==> src/include/annp_pkg.sv <==
// Constants for the next page transmit register bank
// How it works
// - Bit 15 more-pages request, read/write, resets zero
// - Bit 13 message/unformatted selector, resets one
// - Bit 12 ability-to-comply acknowledge, resets zero
// - Bit 11 toggle inverts previous sent toggle
// - Bits 10..0 code field, read/write, sent
// - Code resets to one: null message
// - Bit 14 reserved, always reads zero
// - Partner page register index 8, resets zero
// - Transmit register index 7, resets 0x2001
package annp_pkg;
   // Register indices; byte address is four times the index
   localparam logic [3:0]  NPT_IDX       = 4'h7;
   localparam logic [3:0]  RX_IDX        = 4'h8;
   // Field positions
   localparam int          NP_BIT        = 15;
   localparam int          RSV_BIT       = 14;
   localparam int          MP_BIT        = 13;
   localparam int          ACK2_BIT      = 12;
   localparam int          TOG_BIT       = 11;
   localparam int          CODE_MSB      = 10;
   // Reset values
   localparam logic [15:0] NPT_RESET     = 16'h2001;
   localparam logic [15:0] RX_RESET      = 16'h0000;
   localparam logic [10:0] NULL_CODE     = 11'h001;
   // Bits that software may store: all but reserved and toggle
   localparam logic [15:0] NPT_WR_MASK   = 16'hb7ff;
   localparam logic [31:0] UNMAPPED_DATA = 32'h0000_0000;
endpackage

==> src/design/annp_regs.sv <==
// Next page transmit and partner page registers on Wishbone
//
// Local design decision: the Wishbone interface to the registers.
`timescale 1ns/100ps
module annp_regs
   import annp_pkg::*;
#(
   parameter int ADDR_W = 8
)
(
   // Clock and reset
   input  wire logic                ref_clk,
   input  wire logic                reset_n,
   // Wishbone classic slave
   input  wire logic                wb_cyc,
   input  wire logic                wb_stb,
   input  wire logic                wb_we,
   input  wire logic [ADDR_W-1:0]   wb_adr,
   input  wire logic [3:0]          wb_sel,
   input  wire logic [31:0]         wb_dat_wr,
   output logic      [31:0]         wb_dat_rd,
   output logic                     wb_ack,
   // Arbitration side
   input  wire logic                an_restart,
   input  wire logic                page_load,
   input  wire logic                rx_page_valid,
   input  wire logic [15:0]         rx_page,
   output logic      [15:0]         tx_page
);
   import annp_pkg::*;

   // Refused at elaboration: index 8 needs four word-index bits
   if (ADDR_W < 6)
   begin : g_adr_check
      $error("ADDR_W too small to reach register index 8");
   end

   // Word index decode, shared by read and write paths
   function automatic logic reg_hit(input logic [ADDR_W-1:0] adr,
                                    input logic [3:0]        idx);
      reg_hit = (adr[ADDR_W-1:2] == {{(ADDR_W-6){1'b0}}, idx});
   endfunction

   logic        ack_ff;
   logic        nxt_ack;
   logic [31:0] rd_ff;
   logic [31:0] nxt_rd;
   logic [15:0] npt_ff;
   logic [15:0] nxt_npt;
   logic [15:0] rx_ff;
   logic [15:0] nxt_rx;
   logic [15:0] tx_ff;
   logic [15:0] nxt_tx;
   logic        tog;
   logic        req;
   logic        hit_npt;
   logic        hit_rx;
   logic [15:0] npt_view;
   logic [15:0] lane_mask;

   annp_toggle u_toggle
   (
      .ref_clk (ref_clk),
      .reset_n (reset_n),
      .restart (an_restart),
      .sent    (page_load),
      .tog     (tog)
   );

   // New request only when no ack is out, so each access acts once
   assign req       = wb_cyc && wb_stb && !ack_ff;
   assign hit_npt   = reg_hit(wb_adr, NPT_IDX);
   assign hit_rx    = reg_hit(wb_adr, RX_IDX);
   assign lane_mask = {{8{wb_sel[1]}}, {8{wb_sel[0]}}} & NPT_WR_MASK;

   // Reserved bit is never stored, so it reads zero
   always_comb
   begin
      npt_view          = npt_ff;
      npt_view[TOG_BIT] = tog;
   end

   // Bus answer: ack one cycle after the strobe, dropped next cycle
   always_comb
   begin
      nxt_ack = req;
      nxt_rd  = rd_ff;
      if (req && !wb_we)
      begin
         if (hit_npt)
            nxt_rd = {16'h0000, npt_view};
         else if (hit_rx)
            nxt_rd = {16'h0000, rx_ff};
         else
            nxt_rd = UNMAPPED_DATA;
      end
   end

   // Software fields; only bits 15, 13, 12 and 10..0 are writable
   always_comb
   begin
      nxt_npt = npt_ff;
      if (req && wb_we && hit_npt)
         nxt_npt = (npt_ff & ~lane_mask) |
                   (wb_dat_wr[15:0] & lane_mask);
   end

   // Partner page is read-only to software
   always_comb
   begin
      nxt_rx = rx_ff;
      if (an_restart)
         nxt_rx = RX_RESET;
      else if (rx_page_valid)
         nxt_rx = rx_page;
   end

   // Snapshot at load; a later write waits for the next page
   always_comb
   begin
      nxt_tx = tx_ff;
      if (page_load)
         nxt_tx = npt_view;
   end

   always_ff @(posedge ref_clk)
   begin
      if (!reset_n)
      begin
         ack_ff <= 1'b0;
         rd_ff  <= UNMAPPED_DATA;
         npt_ff <= NPT_RESET;
         rx_ff  <= RX_RESET;
         tx_ff  <= NPT_RESET;
      end
      else
      begin
         ack_ff <= nxt_ack;
         rd_ff  <= nxt_rd;
         npt_ff <= nxt_npt;
         rx_ff  <= nxt_rx;
         tx_ff  <= nxt_tx;
      end
   end

   assign wb_ack    = ack_ff;
   assign wb_dat_rd = rd_ff;
   assign tx_page   = tx_ff;

   logic wr_npt;
   assign wr_npt = req && wb_we && hit_npt;
endmodule

==> src/design/annp_toggle.sv <==
// Toggle bit tracker for transmitted next pages
`timescale 1ns/100ps
module annp_toggle
(
   // Clock and reset
   input  wire logic ref_clk,
   input  wire logic reset_n,
   // Arbitration events
   input  wire logic restart,
   input  wire logic sent,
   // Toggle value for the next page
   output logic      tog
);
   logic tog_ff;
   logic nxt_tog;

   // Restart returns to the first-page value
   always_comb
   begin
      nxt_tog = tog_ff;
      if (restart)
         nxt_tog = 1'b0;
      else if (sent)
         nxt_tog = ~tog_ff;
   end

   always_ff @(posedge ref_clk)
   begin
      if (!reset_n)
         tog_ff <= 1'b0;
      else
         tog_ff <= nxt_tog;
   end

   assign tog = tog_ff;
endmodule

==> config.mk <==
export PLATFORM = sky130hd
export DESIGN_NAME = annp_regs
export DESIGN_NICKNAME = d
export VERILOG_FILES = /design/src/include/annp_pkg.sv /design/src/design/annp_regs.sv /design/src/design/annp_toggle.sv
export SDC_FILE = /design/constraint.sdc
export NUM_CORES = 1
export LEC_CHECK = 0
export BUFFER_PORTS_ARGS = -buffer_cell sky130_fd_sc_hd__buf_2
export CAP_MARGIN = 20
export CORE_ASPECT_RATIO = 0.6
export CORE_MARGIN = 3
export CORE_UTILIZATION = 45
export CTS_CLUSTER_SIZE = 25
export DETAILED_ROUTE_END_ITERATION = 10
export GPL_TIMING_DRIVEN = 1
export PLACE_DENSITY = 0.82
export SKIP_LAST_GASP = 1
export SYNTH_ARGS = -nofsm -noshare
export SYNTH_HDL_FRONTEND = slang
export SYNTH_HIERARCHICAL = 1
export SYNTH_SLANG_ARGS = --single-unit
==> constraint.sdc <==
create_clock -name ref_clk -period 4.55 [get_ports ref_clk]
set_clock_uncertainty 0.2 [all_clocks]
set_input_delay 0.2275 -clock ref_clk [delete_from_list [all_inputs] [get_ports ref_clk]]
set_output_delay 0.2275 -clock ref_clk [all_outputs]
set_load 0.01 [all_outputs]
# Word level (Yosys, flattened, before mapping)
# Cells that the tools add are included.
op_classes:
  eq_ne: 2
  n_mux: 2
  n_bitwise: 6
  n_reduce_logical: 8
ops:
  columns: ["operator", "count"]
  rows:
  - ["16-bit bitwise AND", 2]
  - ["16-bit two-way mux", 2]
  - ["16-bit NOT", 1]
  - ["16-bit bitwise OR", 1]
  - ["6-bit by 3-bit equality test with 1-bit output (second input constant)", 1]
  - ["6-bit by 4-bit equality test with 1-bit output (second input constant)", 1]
  - ["1-bit logical AND", 5]
  - ["1-bit zero test", 2]
  - ["1-bit NOT", 2]
  - ["2-bit OR reduction", 1]
totals:
  register_bits: 82
  in_bits: 68
  wordCells: 24

# Depth between registers and ports, before layout
depth:
  word_depth: 4
  ltp_mapped: 5
  ltp_nobuf: 3

# Cells and area by module
# Netlist, hierarchy kept.
modules_own_cells:
  columns: ["mod", "instances", "cells_per_inst", "area_per_inst_um2", "seq_area_each_um2"]
  rows:
  - ["annp_regs", 1, 282, 2633.8, 1241.2]
  - ["annp_toggle", 1, 3, 41.3, 20.0]

# Least setup slack after synthesis
# No wires, ideal clock.
synth_timing:
  kind: "reg-to-reg"
  start: "register ack_ff (netlist: wb_ack)"
  end: "register (tool-made name)"
  setup_ns: 0.072
  arrival_ns: 1.327
  t_required_ns: 4.278
  setup_slack_ns: 2.951
  path_stages_with_launch: 4
  period_less_slack_ns: 1.599
  cell_sequence: "dfxtp_1 > nand3b_4 > nor4_4 > mux2i_1"
synth_lines:
  columns: ["item", "line_no", "source"]
  rows:
  - ["start, declared", "annp_regs.sv:44", "logic ack_ff;"]
  - ["start signal, assigned", "annp_regs.sv:138", "ack_ff <= nxt_ack;"]

==> summary.md <==
| Metric | Value |
|---|---|
| Layout Cell Area excl Fill | `approximately 0.0035 mm^2` |
| Max-cap violations | `0` |
| Pin slew with the least headroom to its limit | `roughly 0.82 ns` |
| Post-cts repair resize count | `0` |
| CP endpoint kind | `register` |
| Final setup violation count | `0` |
| Clock sink total | `63` |
| Number of nets in the finished design | `around 450` |
| Dominant cells by area after synthesis | `sky130_fd_sc_hd__dfxtp_1 (47%), sky130_fd_sc_hd__mux2i_1 (17%), sky130_fd_sc_hd__nand3_1 (5.6%), sky130_fd_sc_hd__nor2_1 (4.9%), sky130_fd_sc_hd__buf_4 (4.8%)` |
| Area of the mapped netlist | `0.002675 mm^2` |
| Internal power | `between 0.0008 and 0.0009 W` |
| Commonest non-fill, non-tap cells in the layout | `sky130_fd_sc_hd__buf_2 (77), sky130_fd_sc_hd__dfxtp_1 (63), sky130_fd_sc_hd__mux2i_1 (45)` |
| Cell row count | `21` |
| Class of the worst hold path | `in -> reg` |
| Syn_area_per_cell | `9.386 um^2` |
| Buffer type at the clock tree root | `sky130_fd_sc_hd__clkbuf_8` |
| Required time at the endpoint of the critical path | `around 4.5 ns` |
| Fraction of final layout cells sized beyond drive strength 1 | `25.65%` |
| RSZ-0062 raised after global routing | `false` |
| Ant diodes | `0` |
| Initial antenna violation count | `0` |
| Peak VDD IR | `0.1629 mV` |
| Buffers on Ports | `77` |
| Register clock-pin slew on the reported worst setup and hold paths | `roughly 0.06 ns` |
| Tcrit/Tclk final | `between 40% and 50%` |
| Post-place instance area | `0.003009 mm^2` |
| Top-level I/O count | `about 120` |
| Leak | `1.535 nW` |
| Total Die Area | `between 0.006 and 0.007 mm^2` |
| Global route overflow | `0` |
| DRC viols | `0` |
| Routability cong. | `roughly 0.76` |
| Clk pwr share | `35.5%` |
| Max Root-Sink Buffers | `2` |
| Kind of critical path | `in -> reg` |
| Vias in the first global route | `approximately 2200` |
| Proportion of synthesized chip area in sequential cells | `between 40 and 50%` |
| Total via count in the routed design | `between 2000 and 2500` |
| Floorplan Core Area | `0.005649 mm^2` |
| Routed wire length per instance | `approximately 14 um` |
| DRC marker count from the first detailed-route iteration | `83` |
| Number of buffers created by CTS | `9` |
| Largest net degree at the start of global routing | `45` |
| Power density over the cells | `308.0 mW/mm^2` |
| First-pass iteration count of the detailed router | `4` |
| Overall routed net length | `6.453 mm` |
| Top achievable clock speed | `524.6 MHz` |
| Detailed-placement wirelength estimate | `around 4.5 mm` |
| Switch Pwr | `between 0.0002 and 0.0003 W` |
| First-pass GRT wire length | `roughly 10 mm` |
| H-tree depth reported by CTS | `3` |
| Most common library cell in the layout ignoring fill and taps | `sky130_fd_sc_hd__buf_2` |
| GRT Overall Usage | `19.01%` |
| Final total negative setup slack | `0 ns` |
| Distinct cells, synth | `24` |
| Slew HR | `around 45%` |
| Relative area change from synthesis to final layout | `30.07%` |
| YS warnings | `6` |
| Arr. time, crit path | `between 1.5 and 2 ns` |
| Combinational group share of total power | `approximately 11%` |
| TritonCTS clock tree | `built` |
| DP Worst Slack | `2.364 ns` |
| Number of filler cells placed in the layout | `503` |
| Vertical die dimension | `between 60 and 70 um` |
| Final critical path time including I/O delays and setup | `between 1.5 and 2 ns` |
| Setup crit start kind | `input pin` |
| Result of the run | `finished clean` |
| Horizontal extent of the die | `about 110 um` |
| Count of mapped cells out of synthesis | `roughly 290` |
| Fraction of post-synthesis cell area in the top cell type by area | `47.15%` |
| Number of antenna-violating nets in the routed design | `0` |
| Setup bufs post-CTS | `0` |
| Switching part of the total | `approximately 24%` |
| Setup ws final | `between 2 and 3 ns` |
| Cell type contributing the most total cell area after synthesis | `sky130_fd_sc_hd__dfxtp_1` |
| Sequential Power Share | `between 50 and 60%` |
| Skew-Pair Late Insertion Delay | `0.32 ns` |
| Number of hold violations in the final report | `0` |
| Number of pins exceeding their max-slew limit in the final report | `0` |
| Initial Utilization | `47.35%` |
| Crit-path max FO | `44` |
| Synthesis-stage register bit count | `between 60 and 70` |
| Vias per cell | `a little under 5` |
## layout make-up
type | count | area, um^2 | share of cell area (%)
Timing Repair Buffer | 109 | 710.7 | 20.42
Sequential cell | 63 | 1261 | 36.25
Clock buffer | 12 | 135.1 | 3.884
Tap cell | 80 | 100.1 | 2.877
Multi-Input combinational cell | 199 | 1259 | 36.17
Inverter | 1 | 3.754 | 0.1079
Clock inverter | 2 | 10.01 | 0.2877
## logic make-up (layout without fill, tap and decap cells)
| group | Yosys count | count (layout) | share of synthesized area (%) |
|---|---|---|---|
| XOR/XNOR | 1 | 1 | 0.3275 |
| flip-flops | 63 | 63 | 47.15 |
| buffers and inverters | 39 | 124 | 8.138 |
| other | 1 | 17 | 0.1402 |
| AO/OA/AOI/OAI | 32 | 32 | 6.688 |
| multiplexers | 45 | 45 | 16.84 |
| AND/OR/NAND/NOR | 104 | 104 | 20.72 |
## worst paths after layout
path	from	endpoint	slack, ns	cells after the start
setup / recovery	reset_n	register	2.64	4
hold / removal	wb_stb	wb_ack$_SDFF_PN0_	0.03	3
setup reg to reg	wb_ack$_SDFF_PN0_	register	2.74	3
hold reg to reg	tx_page[0]$_SDFFE_PN1P_	tx_page[0]$_SDFFE_PN1P_	0.27	2
## layer usage
layer / GRT usage, % / wire (um)
met3: 7.360 / 484
met1: 24.15 / 2917
met5: 0 / 0
met2: 30.40 / 3014
met4: 5.170 / 38
## power groups by stage
stage | clock [W] | sequential (W) | combinational, W
after floorplan | 0 | 0.000584 | 0.0000693
after global routing | 0.000415 | 0.000572 | 0.000133
after global placement | 0 | 0.000582 | 0.0000962
after CTS | 0.000393 | 0.000570 | 0.000119
after detailed placement | 0 | 0.000582 | 0.0000983
final | 0.000380 | 0.000571 | 0.000121
## worst max-delay path, cell delays in order
cell                       delay [ns]
sky130_fd_sc_hd__buf_2           0.55
sky130_fd_sc_hd__clkinv_1        0.69
sky130_fd_sc_hd__nor2_1          0.30
sky130_fd_sc_hd__mux2i_1         0.10
## synthesized netlist by cell type
| cell | count |
|---|---|
| sky130_fd_sc_hd__xnor2_1 | 1 |
| sky130_fd_sc_hd__buf_2 | 6 |
| sky130_fd_sc_hd__conb_1 | 1 |
| sky130_fd_sc_hd__nand3b_4 | 1 |
| sky130_fd_sc_hd__nand2b_1 | 1 |
| sky130_fd_sc_hd__or2_4 | 1 |
| sky130_fd_sc_hd__o21ai_0 | 16 |
| sky130_fd_sc_hd__and4bb_2 | 1 |
| sky130_fd_sc_hd__nor4_4 | 2 |
| sky130_fd_sc_hd__a31oi_1 | 15 |
| sky130_fd_sc_hd__clkinv_1 | 1 |
| sky130_fd_sc_hd__a21oi_1 | 1 |
| sky130_fd_sc_hd__dfxtp_1 | 63 |
| sky130_fd_sc_hd__nor2_1 | 35 |
| sky130_fd_sc_hd__nand4b_4 | 1 |
| sky130_fd_sc_hd__buf_4 | 17 |
| sky130_fd_sc_hd__nand4_1 | 1 |
| sky130_fd_sc_hd__nor3b_2 | 1 |
| sky130_fd_sc_hd__and4b_2 | 1 |
| sky130_fd_sc_hd__nand2_1 | 28 |
| sky130_fd_sc_hd__mux2i_1 | 45 |
| sky130_fd_sc_hd__nor4b_4 | 1 |
| sky130_fd_sc_hd__nand3_1 | 30 |
| sky130_fd_sc_hd__clkbuf_1 | 15 |
## repair_timing
action	4_1_cts	5_1_grt
setup endpoints to repair	0	0
endpoints found under the hold margin	31	0
hold buffers	31	0
## through the flow
stage | std cells | utilization, % | total power (W) | hold WS [ns]
6_report | 466 | 61.59 | 0.001072 | 0.02600
5_1_grt | 466 | 61.59 | 0.001120 | 0.02603
4_1_cts | 465 | 61.33 | 0.001082 | 0.009607
3_5_place_dp | 420 | 53.27 | 0.0006807 | 0.2277
3_3_place_gp | 420 | 53.27 | 0.0006782 | 0.2363
2_1_floorplan | 301 | - | 0.0006538 | 0.09701
(Power assumes the default switching activity.)
